### src/verilog/ipe_pkg.sv
// constants, types and register map of the interrupt priority and enable registers
// Functional notes
// - priority bit 7 reads one, writes ignored
// - priority bit 6 raises serial port 0
// - priority bit 5 raises timer 2
// - priority bit 4 raises uart 0
// - priority bit 3 raises timer 1
// - priority bit 2 raises external interrupt 1
// - priority bit 1 raises timer 0
// - priority bit 0 raises external interrupt 0
// - mask bit 7 gates both timer 3 overflows
// - mask bit 6 gates comparator 1 edges
// - mask bit 5 gates comparator 0 edges
// - mask bit 4 gates counter array requests
// - mask bit 3 gates adc conversion done
// - mask bit 2 gates adc window compare
// - mask bit 1 gates rtc alarm
// - mask bit 0 gates smbus port requests
// - global gate off blocks every source from the high and low requests; the event irq is not gated
package ipe_pkg;

   localparam int IPE_AW = 12;
   localparam int IPE_DW = 32;
   localparam int IPE_NLEG = 7;
   localparam int IPE_NEXT = 8;
   localparam int IPE_NSRC = 15;

   // printed offsets are register indices; byte address is four times that
   localparam logic [IPE_AW-1:0] IPE_IDX_PRIO = 12'h0b8;
   localparam logic [IPE_AW-1:0] IPE_IDX_XMASK = 12'h0e6;
   localparam logic [IPE_AW-1:0] IPE_ADDR_PRIO = {IPE_IDX_PRIO[IPE_AW-3:0], 2'b00};
   localparam logic [IPE_AW-1:0] IPE_ADDR_XMASK = {IPE_IDX_XMASK[IPE_AW-3:0], 2'b00};
   localparam logic [IPE_AW-1:0] IPE_ADDR_GATE = 12'h000;
   localparam logic [IPE_AW-1:0] IPE_ADDR_STAT = 12'h004;
   localparam logic [IPE_AW-1:0] IPE_ADDR_EVMASK = 12'h008;
   localparam logic [IPE_AW-1:0] IPE_ADDR_VIEW = 12'h00c;

   localparam int IPE_BIT_UNUSED = 7;
   localparam int IPE_BIT_GATE = 7;
   localparam int IPE_BIT_T3 = 7;
   localparam int IPE_BIT_CP1 = 6;
   localparam int IPE_BIT_CP0 = 5;
   localparam int IPE_BIT_PCA = 4;
   localparam int IPE_BIT_ADC = 3;
   localparam int IPE_BIT_WIN = 2;
   localparam int IPE_BIT_RTC = 1;
   localparam int IPE_BIT_SMB = 0;
   localparam int IPE_VIEW_SVC_LO = 16;
   localparam int IPE_VIEW_LOW = 18;
   localparam int IPE_VIEW_HIGH = 19;

   localparam logic IPE_PRIO_UNUSED_RD = 1'b1;
   localparam logic [1:0] IPE_RESP_OKAY = 2'h0;
   localparam logic [1:0] IPE_RESP_SLVERR = 2'h2;
   localparam logic [IPE_DW-1:0] IPE_RDATA_ZERO = 32'h0000_0000;

   typedef enum logic [1:0] {
      IPE_SVC_NONE = 2'b00,
      IPE_SVC_LOW = 2'b01,
      IPE_SVC_HIGH_OVER_LOW = 2'b11,
      IPE_SVC_HIGH = 2'b10
   } ipe_svc_t;

   typedef struct packed {
      logic timer_three_low_overflow;
      logic timer_three_high_overflow;
      logic comparator_one_rise_flag;
      logic comparator_one_fall_flag;
      logic comparator_zero_rise_flag;
      logic comparator_zero_fall_flag;
      logic counter_array_req;
      logic conversion_done_flag;
      logic window_compare_flag;
      logic rtc_alarm_req;
      logic smbus_port_req;
   } ipe_ext_flags_t;

   typedef struct packed {
      logic awready;
      logic wready;
      logic bvalid;
      logic [1:0] bresp;
      logic arready;
      logic rvalid;
      logic [1:0] rresp;
      logic [IPE_DW-1:0] rdata;
      logic aw_got;
      logic w_got;
      logic [IPE_AW-1:0] waddr;
      logic [7:0] wdata;
      logic wlane;
      logic [IPE_NLEG-1:0] prio;
      logic [IPE_NEXT-1:0] xmask;
      logic gate;
      logic [IPE_NSRC-1:0] ev_mask;
      logic [IPE_NSRC-1:0] ev_stat;
      logic [IPE_NSRC-1:0] prev_req;
      ipe_svc_t svc;
      logic high_req;
      logic low_req;
      logic irq;
   } ipe_state_t;

   localparam ipe_state_t IPE_STATE_RST = '0;

endpackage

### src/verilog/ipe_top.sv
// interrupt priority select, extended mask and preemption tracking behind axi4-lite
`timescale 1ns/100ps
module ipe_top
   import ipe_pkg::*;
(
   input wire logic aclk,
   input wire logic aresetn,
   input wire logic [IPE_AW-1:0] s_axi_awaddr,
   input wire logic s_axi_awvalid,
   output logic s_axi_awready,
   input wire logic [IPE_DW-1:0] s_axi_wdata,
   input wire logic [3:0] s_axi_wstrb,
   input wire logic s_axi_wvalid,
   output logic s_axi_wready,
   output logic [1:0] s_axi_bresp,
   output logic s_axi_bvalid,
   input wire logic s_axi_bready,
   input wire logic [IPE_AW-1:0] s_axi_araddr,
   input wire logic s_axi_arvalid,
   output logic s_axi_arready,
   output logic [IPE_DW-1:0] s_axi_rdata,
   output logic [1:0] s_axi_rresp,
   output logic s_axi_rvalid,
   input wire logic s_axi_rready,
   input wire logic [IPE_NLEG-1:0] legacy_req,
   input wire ipe_ext_flags_t ext_flags,
   input wire logic isr_enter,
   input wire logic isr_return,
   output logic irq_high_req,
   output logic irq_low_req,
   output ipe_svc_t svc_level,
   output logic irq
);

   ipe_state_t s_r;
   ipe_state_t s_nxt;
   logic [IPE_NEXT-1:0] ext_raw;
   logic [IPE_NEXT-1:0] ext_en;
   logic [IPE_NSRC-1:0] req_vec;
   logic [IPE_NSRC-1:0] ev_clr;
   logic hi_pend;
   logic lo_pend;
   logic in_high;
   logic addr_ok;

   always_comb begin
      s_nxt = s_r;
      ev_clr = '0;
      addr_ok = 1'b0;

      // extended sources folded into one request each
      ext_raw = '0;
      ext_raw[IPE_BIT_T3] = ext_flags.timer_three_low_overflow
         | ext_flags.timer_three_high_overflow;
      ext_raw[IPE_BIT_CP1] = ext_flags.comparator_one_rise_flag
         | ext_flags.comparator_one_fall_flag;
      ext_raw[IPE_BIT_CP0] = ext_flags.comparator_zero_rise_flag
         | ext_flags.comparator_zero_fall_flag;
      ext_raw[IPE_BIT_PCA] = ext_flags.counter_array_req;
      ext_raw[IPE_BIT_ADC] = ext_flags.conversion_done_flag;
      ext_raw[IPE_BIT_WIN] = ext_flags.window_compare_flag;
      ext_raw[IPE_BIT_RTC] = ext_flags.rtc_alarm_req;
      ext_raw[IPE_BIT_SMB] = ext_flags.smbus_port_req;
      ext_en = ext_raw & s_r.xmask;
      req_vec = {ext_en, legacy_req};

      // legacy sources arrive already enabled; each priority bit picks its level
      hi_pend = s_r.gate & (|(legacy_req & s_r.prio));
      lo_pend = s_r.gate & ((|(legacy_req & ~s_r.prio)) | (|ext_en));

      // write channel: address and data taken in either order
      if (s_axi_awvalid && s_r.awready) begin
         s_nxt.aw_got = 1'b1;
         s_nxt.waddr = s_axi_awaddr;
      end
      if (s_axi_wvalid && s_r.wready) begin
         s_nxt.w_got = 1'b1;
         s_nxt.wdata = s_axi_wdata[7:0];
         s_nxt.wlane = s_axi_wstrb[0];
      end
      if (s_r.aw_got && s_r.w_got) begin
         s_nxt.aw_got = 1'b0;
         s_nxt.w_got = 1'b0;
         s_nxt.bvalid = 1'b1;
         s_nxt.bresp = IPE_RESP_OKAY;
         case (s_r.waddr)
            IPE_ADDR_PRIO: begin
               // bit 7 has no storage
               if (s_r.wlane) begin
                  s_nxt.prio = s_r.wdata[IPE_NLEG-1:0];
               end
            end
            IPE_ADDR_XMASK: begin
               if (s_r.wlane) begin
                  s_nxt.xmask = s_r.wdata;
               end
            end
            IPE_ADDR_GATE: begin
               if (s_r.wlane) begin
                  s_nxt.gate = s_r.wdata[IPE_BIT_GATE];
               end
            end
            IPE_ADDR_EVMASK: begin
               // mask spans two byte lanes; only lane 0 is written, bits above 7 never are
               if (s_r.wlane) begin
                  s_nxt.ev_mask = {s_r.ev_mask[IPE_NSRC-1:8], s_r.wdata};
               end
            end
            IPE_ADDR_STAT: begin
               // read-only, write ignored
            end
            IPE_ADDR_VIEW: begin
               // read-only, write ignored
            end
            default: begin
               s_nxt.bresp = IPE_RESP_SLVERR;
            end
         endcase
      end
      if (s_r.bvalid && s_axi_bready) begin
         s_nxt.bvalid = 1'b0;
      end
      s_nxt.awready = ~s_nxt.aw_got & ~s_nxt.bvalid;
      s_nxt.wready = ~s_nxt.w_got & ~s_nxt.bvalid;

      // read channel
      if (s_r.rvalid && s_axi_rready) begin
         s_nxt.rvalid = 1'b0;
      end
      if (s_axi_arvalid && s_r.arready) begin
         s_nxt.rvalid = 1'b1;
         s_nxt.rdata = IPE_RDATA_ZERO;
         addr_ok = 1'b1;
         case (s_axi_araddr)
            IPE_ADDR_PRIO: begin
               s_nxt.rdata[IPE_BIT_UNUSED] = IPE_PRIO_UNUSED_RD;
               s_nxt.rdata[IPE_NLEG-1:0] = s_r.prio;
            end
            IPE_ADDR_XMASK: begin
               s_nxt.rdata[IPE_NEXT-1:0] = s_r.xmask;
            end
            IPE_ADDR_GATE: begin
               s_nxt.rdata[IPE_BIT_GATE] = s_r.gate;
            end
            IPE_ADDR_STAT: begin
               s_nxt.rdata[IPE_NSRC-1:0] = s_r.ev_stat;
               ev_clr = '1;
            end
            IPE_ADDR_EVMASK: begin
               s_nxt.rdata[IPE_NSRC-1:0] = s_r.ev_mask;
            end
            IPE_ADDR_VIEW: begin
               s_nxt.rdata[IPE_NSRC-1:0] = req_vec;
               s_nxt.rdata[IPE_VIEW_SVC_LO+1:IPE_VIEW_SVC_LO] = s_r.svc;
               s_nxt.rdata[IPE_VIEW_LOW] = s_r.low_req;
               s_nxt.rdata[IPE_VIEW_HIGH] = s_r.high_req;
            end
            default: begin
               addr_ok = 1'b0;
            end
         endcase
         s_nxt.rresp = addr_ok ? IPE_RESP_OKAY : IPE_RESP_SLVERR;
      end
      s_nxt.arready = ~s_nxt.rvalid;

      // sticky events on a rising request; a new edge beats the read clear
      s_nxt.prev_req = req_vec;
      s_nxt.ev_stat = (s_r.ev_stat & ~ev_clr) | (req_vec & ~s_r.prev_req);
      s_nxt.irq = |(s_nxt.ev_stat & s_r.ev_mask);

      // service level tracking; core takes whichever request it sees
      case (s_r.svc)
         IPE_SVC_NONE: begin
            if (isr_enter && s_r.high_req) begin
               s_nxt.svc = IPE_SVC_HIGH;
            end else if (isr_enter && s_r.low_req) begin
               s_nxt.svc = IPE_SVC_LOW;
            end
         end
         IPE_SVC_LOW: begin
            if (isr_enter && s_r.high_req) begin
               s_nxt.svc = IPE_SVC_HIGH_OVER_LOW;
            end else if (isr_return) begin
               s_nxt.svc = IPE_SVC_NONE;
            end
         end
         IPE_SVC_HIGH_OVER_LOW: begin
            if (isr_return) begin
               s_nxt.svc = IPE_SVC_LOW;
            end
         end
         IPE_SVC_HIGH: begin
            if (isr_return) begin
               s_nxt.svc = IPE_SVC_NONE;
            end
         end
         default: begin
            s_nxt.svc = IPE_SVC_NONE;
         end
      endcase

      // nothing preempts a high handler; low waits for an idle core
      in_high = (s_nxt.svc == IPE_SVC_HIGH) || (s_nxt.svc == IPE_SVC_HIGH_OVER_LOW);
      s_nxt.high_req = hi_pend & ~in_high;
      s_nxt.low_req = lo_pend & (s_nxt.svc == IPE_SVC_NONE);
   end

   always_ff @(posedge aclk) begin
      if (!aresetn) begin
         s_r <= IPE_STATE_RST;
      end else begin
         s_r <= s_nxt;
      end
   end

   assign s_axi_awready = s_r.awready;
   assign s_axi_wready = s_r.wready;
   assign s_axi_bvalid = s_r.bvalid;
   assign s_axi_bresp = s_r.bresp;
   assign s_axi_arready = s_r.arready;
   assign s_axi_rvalid = s_r.rvalid;
   assign s_axi_rresp = s_r.rresp;
   assign s_axi_rdata = s_r.rdata;
   assign irq_high_req = s_r.high_req;
   assign irq_low_req = s_r.low_req;
   assign svc_level = s_r.svc;
   assign irq = s_r.irq;

endmodule

### config.mk
export PLATFORM = sky130hd
export DESIGN_NAME = ipe_top
export DESIGN_NICKNAME = d
export VERILOG_FILES = /design/src/verilog/ipe_pkg.sv /design/src/verilog/ipe_top.sv
export SDC_FILE = /design/constraint.sdc
export NUM_CORES = 1
export LEC_CHECK = 0
export ABC_CLOCK_PERIOD_IN_PS = 3600
export BUFFER_PORTS_ARGS = -buffer_cell sky130_fd_sc_hd__clkbuf_2
export CORE_ASPECT_RATIO = 1.25
export CORE_MARGIN = 2
export CORE_UTILIZATION = 45
export DETAILED_ROUTE_END_ITERATION = 10
export PLACE_DENSITY = 0.7
export SYNTH_ARGS = -nofsm -noshare
export SYNTH_HDL_FRONTEND = slang
export SYNTH_SLANG_ARGS = --single-unit
export TNS_END_PERCENT = 1
### constraint.sdc
create_clock -name aclk -period 3.6 [get_ports aclk]
set_clock_uncertainty 0.05 [all_clocks]
set_input_delay 0.9 -clock aclk [delete_from_list [all_inputs] [get_ports aclk]]
set_output_delay 0.9 -clock aclk [all_outputs]
set_load 0.005 [all_outputs]
# Yosys cells after proc, flatten, opt, wreduce, memory -nomap -nowiden
# Index checks and enable logic that the tools add are counted.
[totals]
reg_bits = 110
inputBits = 87
output_inout_bits = 46
wordCells = 109
[classes]
n_eq_ne = 15
muxes = 23
bitwise = 25
reduce_logical = 23
[op_table]
columns = ["operator", "n"]
rows = [
  ["$eq 12x10->1 const B", 4],
  ["$eq 12x4->1 const B", 4],
  ["$mux 35", 1],
  ["$pmux 7 s5", 1],
  ["$and 15x15->15", 2],
  ["$mux 15", 2],
  ["$not 15->15", 2],
  ["$eq 12x3->1 const B", 2],
  ["$logic_not 12->1", 2],
  ["$mux 2", 8],
  ["$and 15x8->15", 1],
  ["$or 15x15->15", 1],
  ["$reduce_or 15->1", 1],
  ["$and 7x7->7", 2],
  ["$pmux 7 s2", 1],
  ["$reduce_or 7->1", 2],
  ["$reduce_and 3->1", 4],
  ["$reduce_or 6->1", 2],
  ["$and 8x8->8", 1],
  ["$eq 2x2->1 const B", 4],
  ["$logic_and 1x1->1", 8],
  ["$pmux 2 s4", 1],
  ["$reduce_or 8->1", 1],
  ["$not 7->7", 1],
  ["other kinds (10)", 28],
]

# Logic depth before layout (Yosys ltp)
# Gate-level depths: netlist (run 1).
[depth]
depth_word = 8
depth_mapped = 6
depth_no_buf = 4

# Worst setup path after synthesis (run 1)
# Ideal clock, no wire load.
[synth_path]
path_type = "input to register"
start = "input port s_axi_araddr[4]"
end = "register s_r[22] (netlist bit)"
setup_time_ps = 132
arrival_ps = 1972
required_time_ps = 3418
setup_slack_ps = 1446
path_stages = 5
path_buffers = 1
path_cell_list = "nor4_1 > nand4_1 > clkbuf_1 > o21ai_1 > a21oi_1"
[synth_via]
elab_chain_len = 6
[synth_rtl]
columns = ["item", "line_no", "text"]
rows = [
  ["start: declaration", "ipe_top.sv:18", "input wire logic [IPE_AW-1:0] s_axi_araddr,"],
  ["$eq 12x3->1", "ipe_top.sv:134", "case (s_axi_araddr)"],
  ["$mux 15", "ipe_top.sv:134", ""],
  ["$mux 15", "ipe_top.sv:130", "if (s_axi_arvalid && s_r.arready) begin"],
  ["$not 15->15", "ipe_top.sv:168", "s_nxt.ev_stat = (s_r.ev_stat & ~ev_clr) | (req_vec & ~s_r.prev_req);"],
  ["$and 15x15->15", "ipe_top.sv:168", ""],
  ["$or 15x15->15", "ipe_top.sv:168", ""],
  ["end signal: assignment", "ipe_top.sv:212", "s_r <= s_nxt;"],
  ["end: declaration", "ipe_top.sv:35", "ipe_state_t s_r;"],
]
# Every way passes these cells.
# A chain may end at the register's enable or synchronous reset.

# Worst setup path in the final report (run 1)
[layout_path]
start = "input port s_axi_araddr[2]"
end = "register s_r, in the netlist s_axi_rresp[1]"
[layout_via]
elab_chain_len = 5
word_cells_on_any_way = 10
cone_classes = "eq/ne: 5; mux: 3; reduce/logical: 2"
[layout_rtl]
columns = ["item", "line_no", "text"]
rows = [
  ["$eq 12x4->1, or another cell as far along", "ipe_top.sv:134", ""],
  ["$reduce_or 6->1 (no line) (*)", "n/a", ""],
  ["$mux 1 (*)", "ipe_top.sv:134", ""],
  ["$mux 1 (*)", "ipe_top.sv:130", ""],
  ["$mux 2 (*)", "ipe_top.sv:162", "s_nxt.rresp = addr_ok ? IPE_RESP_OKAY : IPE_RESP_SLVERR;"],
]
# Every way passes the cells marked *; elsewhere a longest branch is shown, timed or not. The select of a mux whose other input is x is not followed.

==> metrics, run 1 <==
Finish-stage setup viols=0; final setup slack of the worst path=~1.3 ns; IO Port Bufs=90; Compound-Gate Fraction of Synth Area=around 22%; TritonCTS clock tree=done; total of cells resized after clock tree synthesis=0; highest attainable clock frequency=about 0.44 GHz; total global-route track usage=21.7%; Inserted Clock Buffers=9; number of vias in the routed layout=~4400; number of ports placed on the die boundary=133; Die Y-Extent=approximately 120 um; largest net degree at the start of global routing=42; result of the run=finished, final reports clean; final hold viol count=0; number of hold-repair buffers added at the cts stage=0; overall power=2.43 mW; placer's final routability congestion estimate=0.894; sequence of cells on the critical path=clkbuf_2 -> nor4b_1 -> and3_1 -> a211oi_1 -> a32o_1; Max rail drop VDD=0.201 mV; count of unresolved DRC violations after routing=0; aggregate global routing overflow=0; starting density of the core=45.6%; fraction of the yosys area taken by sequential cells=between 40% and 50%; post-detailed-routing wire length=between 10000 and 15000 um; CP Data Required Time=3.81 ns; area used by multi-input combinational logic=0.00233 mm2; antenna violations before repair=0; number of buffers and inverters on the critical path=1; relative slew slack=between 30% and 40%; final cell utilization of the core=between 50% and 60%; flops & latches, synth=roughly 110; fraction of the mapped netlist area in simple logic gates=between 10% and 20%; largest family of logic cells by synthesized area=compound AO/OA/AOI/OAI gates; xor and xnor area share after synthesis=0%; slowest cell delay on critical path=roughly 0.58 ns; top flip-flop cell by instance count after synthesis=dfxtp_1; via count of the first global-routing pass=roughly 4000; share of cells above drive strength 1=about a fifth; count of fill cells added during filler insertion=1062; maximum net fanout on the critical path=16; deepest level of the CTS H-tree=3; die outline width=between 90 and 100 um; count of mapped cells out of synthesis=586; combined area of all synthesized cells=0.00500 mm2; Post-DP Area=~0.0052 mm2; post-DP HPWL=9580 um; post-synthesis area per instance=8.54 um2; part of the cycle the worst path needs=63.7%; setup repair after global routing missed its margin=no; cell at the root of the clock tree=clkbuf_16; mux cell area share after synthesis=between 3 and 4%; total placed cells including tap cells=roughly 760; async set-reset flop share out of synthesis=0%; Lkg Pwr=2.13 nW; adder-cell share of the synthesized area=0%; clock sinks=between 100 and 150; Yosys cell types=56; element type at the critical path end=register; Non-Filler Instances=around 770; Setup Buffers After CTS=0; clock transition at the registers of the reported paths=around 0.080 ns; area added between synthesis and finish=10.6%; Setup Total Neg Slack=0 ns; standard cell core area=0.0110 mm2; worst path arrival time=about 2.5 ns; final design instance area without fill=approximately 0.0055 mm2; type of the worst min-delay path=reg2reg; clock network latency to the later pin of the worst-skew pair=0.36 ns; Slowest-stage cell, CP=and3_1; EDFF count, synth=0; final count of pins violating max slew=0; net count reported at finish=between 700 and 800; Pwr Density=about 440 mW/mm2; routed len/inst=about 17 um; max-cap viol count=0; transition time at the pin with the least slew margin=approximately 0.9 ns; minimum clock period after layout=between 2 and 2.5 ns; Row Count=43; vias per cell=between 5 and 6; crit path kind=in2reg; Final ANT Viol Nets=0; post-placement worst setup slack=between 0.9 and 1 ns; Synth Warn #=0; cell class contributing the biggest share of worst-path delay=simple AND/OR/NAND/NOR gates; internal reg-to-reg setup slack=approximately 1.7 ns; Antenna Diode Count=0; global-route wire length before repair=20400 um; Worst Hold Slack=0.367 ns; DRT Pass-1 Iters=5; Critical Path Source Type=input pin; number of buffers on the longest clock path=2; Total Die Area=between 0.01 and 0.015 mm2; Initial DRC Count=roughly 200; Storage cell area=between 0.002 and 0.0025 mm2
[worst register-to-register path: stages (launching register included)]
cell and delay (ns):
dfxtp_1 0.34, or4b_4 0.60, nor3_4 0.46, nand3_1 0.19
a21oi_1 0.20
[synthesized netlist by cell type, types with 5 or more instances]
cell type  count  share of area, %
mux2_2        12               2.7
inv_1         18               1.4
a32oi_1       11               1.9
dfxtp_1      108                43
o21a_1         6              0.90
nand2b_1      13               1.6
a31oi_1        9               1.1
nand3_1       30               3.0
o21ai_0       13               1.3
o22ai_1        5              0.63
buf_4         38               5.7
clkbuf_1      21               1.6
a22oi_1       14               2.1
nand2_1       57               4.3
and3_1         5              0.63
nand3b_1       5              0.75
nor2_1        33               2.5
o21ai_1       36               3.6
a21oi_1       70               7.0
and2_1        14               1.8
a22o_1         7               1.2
[worst paths after layout]
kind / from / cells after the start / to
max: s_axi_araddr[2] / 5 / s_axi_rresp[1]
min reg2reg: s_r[15] / 1 / s_r[30]
min: s_r[15] / 1 / s_r[30]
max reg2reg: s_r[86] / 4 / s_r[41]
[per-layer routing]
| metal | vias to the layer above | routed length [um] | part of all wire [%] | GRT usage [%] |
|---|---|---|---|---|
| li1 | 2144 | - | - | - |
| met1 | 2030 | 5420 | 42 | 27.0 |
| met2 | 165 | 6430 | 50 | 36.8 |
| met3 | 26 | 672 | 5.2 | 2.64 |
| met4 | 0 | 430 | 3.3 | 11.6 |
| met5 | - | 0 | 0 | 0 |
[cells in the final DEF, fill, tap and decap left out, types with 2 or more instances in the layout]
master	n
dfxtp_1	108
clkbuf_2	90
a21oi_1	70
nand2_1	57
o21ai_1	36
nor2_1	33
nand3_1	30
inv_1	17
conb_1	15
and2_1	14
a22oi_1	14
nand2b_1	13
o21ai_0	13
mux2_2	12
a32oi_1	11
a31oi_1	9
clkbuf_16	9
a22o_1	7
o21a_1	6
and3_1	5
o22ai_1	5
nand3b_1	5
buf_4	5
nor4_1	4
nand4_1	4
a211oi_1	3
nor3_1	3
inv_8	3
inv_2	2
nor4b_1	2
nand4bb_1	2
or2_2	2
nor2b_1	2
mux2i_1	2
o221ai_1	2
clkinvlp_4	2
clkinv_4	2
[where the power goes]
part           switching [mW]  internal, mW  total, mW  leakage, nW
logic                   0.124        0.0804      0.204         1.11
registers              0.0293          1.23       1.26        0.878
clock network           0.483         0.486      0.969        0.138
total                   0.636          1.79       2.43         2.13
[area by class of cell]
| type | instances | share of cell area (%) |
|---|---|---|
| Clock buffer | 9 | 4.07 |
| Clock inverter | 7 | 1.20 |
| Inverter | 19 | 1.29 |
| Multi-Input combinational cell | 400 | 42.1 |
| Sequential cell | 108 | 39.1 |
| Tap cell | 135 | 3.05 |
| Timing Repair Buffer | 96 | 9.18 |
[cell families after synthesis]
family / Yosys count
AOI/OAI and AO/OA: 184
buffers and inverters: 92
DFF: 108
muxes: 15
other: 1
and+or+nand+nor: 186
[state kept, by name, indices dropped and copies added, names as in the netlist]
| register | cells |
|---|---|
| s_axi_bresp | 1 |
| irq_low_req | 1 |
| s_axi_rdata | 19 |
| s_axi_rresp | 1 |
| s_axi_wready | 1 |
| svc_level | 2 |
| irq | 1 |
| s_axi_arready | 1 |
| s_r | 77 |
| s_axi_awready | 1 |
| irq_high_req | 1 |
| s_axi_rvalid | 1 |
| s_axi_bvalid | 1 |
No activity file was read; power rests on OpenSTA's default activity.
==> run 2, diff against run 1 <==
--- a/config.mk
+++ b/config.mk
@@ -5,13 +5,13 @@
 export SDC_FILE = /design/constraint.sdc
 export NUM_CORES = 1
 export LEC_CHECK = 0
-export ABC_CLOCK_PERIOD_IN_PS = 3600
+export ABC_CLOCK_PERIOD_IN_PS = 1900
 export BUFFER_PORTS_ARGS = -buffer_cell sky130_fd_sc_hd__clkbuf_2
 export CORE_ASPECT_RATIO = 1.25
 export CORE_MARGIN = 2
 export CORE_UTILIZATION = 45
 export DETAILED_ROUTE_END_ITERATION = 10
-export PLACE_DENSITY = 0.7
+export PLACE_DENSITY = 0.73
 export SYNTH_ARGS = -nofsm -noshare
 export SYNTH_HDL_FRONTEND = slang
 export SYNTH_SLANG_ARGS = --single-unit
==> constraint.sdc (replaced) <==
create_clock -name aclk -period 1.9 [get_ports aclk]
set_clock_uncertainty 0.05 [all_clocks]
set_input_delay 0.475 -clock aclk [delete_from_list [all_inputs] [get_ports aclk]]
set_output_delay 0.475 -clock aclk [all_outputs]
set_load 0.005 [all_outputs]
==> run 2 against run 1 <==
  * Non-clock buffer count up 16
  * Cell area increased by 3.3%
  * First-iteration DRC count grew 15%
  * Combinational power rose by 110%
  * Critical endpoint is now s_r[41]
  * Cell count up 2.1%
  * Critical path depth is the same
  * Sequential share of layout area down 1.2 points
  * Via count rose by 1.3%
  * Power up 90%
  * Largest power group unchanged
  * Die area stayed put
  * Global-route usage is 0.42 points lower
  * Routed wire length shrank 1.9%
==> metrics, run 2 (synthesized netlist as in run 1, its figures left out) <==
result of the run=finished, final reports clean; final setup slack of the worst path=0.0923 ns (-1.21 ns); Antenna Diode Count=0 (unchanged); Met2 Wirelength=6420 um (-0.16%); commonest non-fill, non-tap cell in the layout=dfxtp_1; final count of pins violating max slew=0 (unchanged); slowest cell delay on critical path=0.60 ns (+0.02 ns); CP Data Required Time=2.12 ns (-1.69 ns); Total Die Area=0.0120 mm2 (unchanged); sequence of cells on the critical path=or4b_4 -> nor3_4 -> buf_6 -> nand3_1 -> a21oi_1; highest-count cells in the layout ignoring fill and taps=dfxtp_1 (108), clkbuf_2 (90), a21oi_1 (70); max-cap viol count=0 (unchanged); DRT Pass-1 Iters=5 (unchanged); count of fill cells added during filler insertion=1045 (-1.6%); final hold viol count=0 (unchanged); aggregate global routing overflow=0 (unchanged); die outline width=98.3 um (unchanged); net count reported at finish=737 (+2.2%); clock transition at the registers of the reported paths=0.07 ns (about the same); cell at the root of the clock tree=clkbuf_16; standard cell core area=0.0110 mm2 (unchanged); type of the worst min-delay path=in2reg; Inserted Clock Buffers=9 (unchanged); number of ports placed on the die boundary=133 (unchanged); global-route wire length before repair=20500 um (+0.54%); highest attainable clock frequency=between 0.5 and 0.6 GHz; starting density of the core=45.6% (unchanged); minimum clock period after layout=about 1.8 ns; Lkg Pwr=2.24 nW (+5.1%); Critical Path Source Type=register; part of the cycle the worst path needs=95.1%; area added between synthesis and finish=14.2%; area used by multi-input combinational logic=0.00234 mm2 (+0.21%); total global-route track usage=21.3% (-0.42 points); post-DP HPWL=9610 um (+0.39%); IO Port Bufs=90 (unchanged); crit path kind=reg2reg; TritonCTS clock tree=done; Finish-stage setup viols=0 (unchanged); placer's final routability congestion estimate=0.924 (+3.3%); post-placement worst setup slack=-0.000273 ns (-0.962 ns); Pwr Density=807 mW/mm2 (+84%); met3 WL post-DR=731 um (+8.8%); Row Count=43 (unchanged); maximum net fanout on the critical path=11 (-5); register with the most flip-flops=s_r; worst path arrival time=2.03 ns (-0.47 ns); Die Y-Extent=122 um (unchanged); post-detailed-routing wire length=12700 um (-1.9%); clock sinks=108 (unchanged); setup repair after global routing missed its margin=yes; Storage cell area=0.00216 mm2 (unchanged); Final ANT Viol Nets=0 (unchanged); count of unresolved DRC violations after routing=0 (unchanged); routed len/inst=16.1 um (-3.9%); number of buffers and inverters on the critical path=1 (unchanged); total placed cells including tap cells=773 (+2.0%); vias per cell=5.60 (-0.77%); share of cells above drive strength 1=23.2% (+2.1 points); number of vias in the routed layout=4421 (+1.3%); cell class contributing the biggest share of worst-path delay=simple AND/OR/NAND/NOR gates; Initial DRC Count=229 (+15%); number of buffers on the longest clock path=2 (unchanged); deepest level of the CTS H-tree=3 (unchanged); antenna violations before repair=0 (unchanged); Max rail drop VDD=0.441 mV (+120%); largest net degree at the start of global routing=45 (+7.1%); Slowest-stage cell, CP=or4b_4; wire length the detailed router placed on met1=5320 um (-1.8%); element type at the critical path end=register; Non-Filler Instances=790 (+2.1%); flip-flop count of the largest register after layout=77 (unchanged); clock network latency to the later pin of the worst-skew pair=0.35 ns (about the same); number of hold-repair buffers added at the cts stage=0 (unchanged); Top Layer Used=met4; via count of the first global-routing pass=4135 (+3.2%)
==> run 2: cell count changes in the layout (fill, tap and decap cells not counted), moves of 2 or more <==
cell        change
inv_6           +2
clkinvlp_4      -2
clkinv_2        +2
clkinv_4        -2
buf_4          +11
buf_12          +4
inv_8           -2
==> run 2: worst paths after layout <==
path | startpoint | endpoint | slack (ns) | cells past startpoint
setup / recovery | s_r[86] | s_r[41] | 0.09 | 5
hold / removal | s_axi_awaddr[0] | s_r[75] | 0.29 | 3
setup reg to reg | s_r[86] | s_r[41] | 0.09 | 5
hold reg to reg | s_r[15] | s_r[30] | 0.36 | 1
==> run 2: layout make-up <==
cell class,count,area share [%]
clock buffer,10,4.18
clock inverter,6,0.963
inverter,19,1.25
multi-input combinational,400,40.9
sequential,108,37.8
tap,135,2.96
timing repair buffer,112,11.9
==> run 2: routing by layer <==
metal	vias up	GRT usage [%]
li1	2170	-
met1	2083	27.0
met2	149	36.6
met3	19	3.56
met4	0	7.53
met5	-	0
==> run 2: tightest hold or removal path: stages <==
cell and delay [ns]:
clkbuf_2 0.08, nand2_1 0.05, a21oi_1 0.05
==> run 2: stage by stage <==
| stage | total power [mW] | hold slack [ns] | util, % | instance area, um2 | TNS (ns) |
|---|---|---|---|---|---|
| 2_1_floorplan | 2.70 | 0.338 | - | 5060 | 0 |
| 3_3_place_gp | 2.84 | 0.341 | 49.2 | 5400 | 0 |
| 3_5_place_dp | 2.85 | 0.356 | 49.2 | 5400 | -0.000273 |
| 4_1_cts | 4.65 | 0.286 | 51.9 | 5700 | 0 |
| 5_1_grt | 4.80 | 0.289 | 52.1 | 5710 | -0.0237 |
| 6_report | 4.61 | 0.294 | 52.1 | 5710 | 0 |
==> run 2: power by group <==
part	internal, mW	switching (mW)	leakage, nW
logic	0.177	0.243	1.21
clock network	0.951	0.864	0.148
registers	2.33	0.0507	0.878
==> run 2: timing repair <==
item	CTS	global route
endpoints found under the setup margin	0	8
gates resized for setup	0	2
setup buffers	0	1
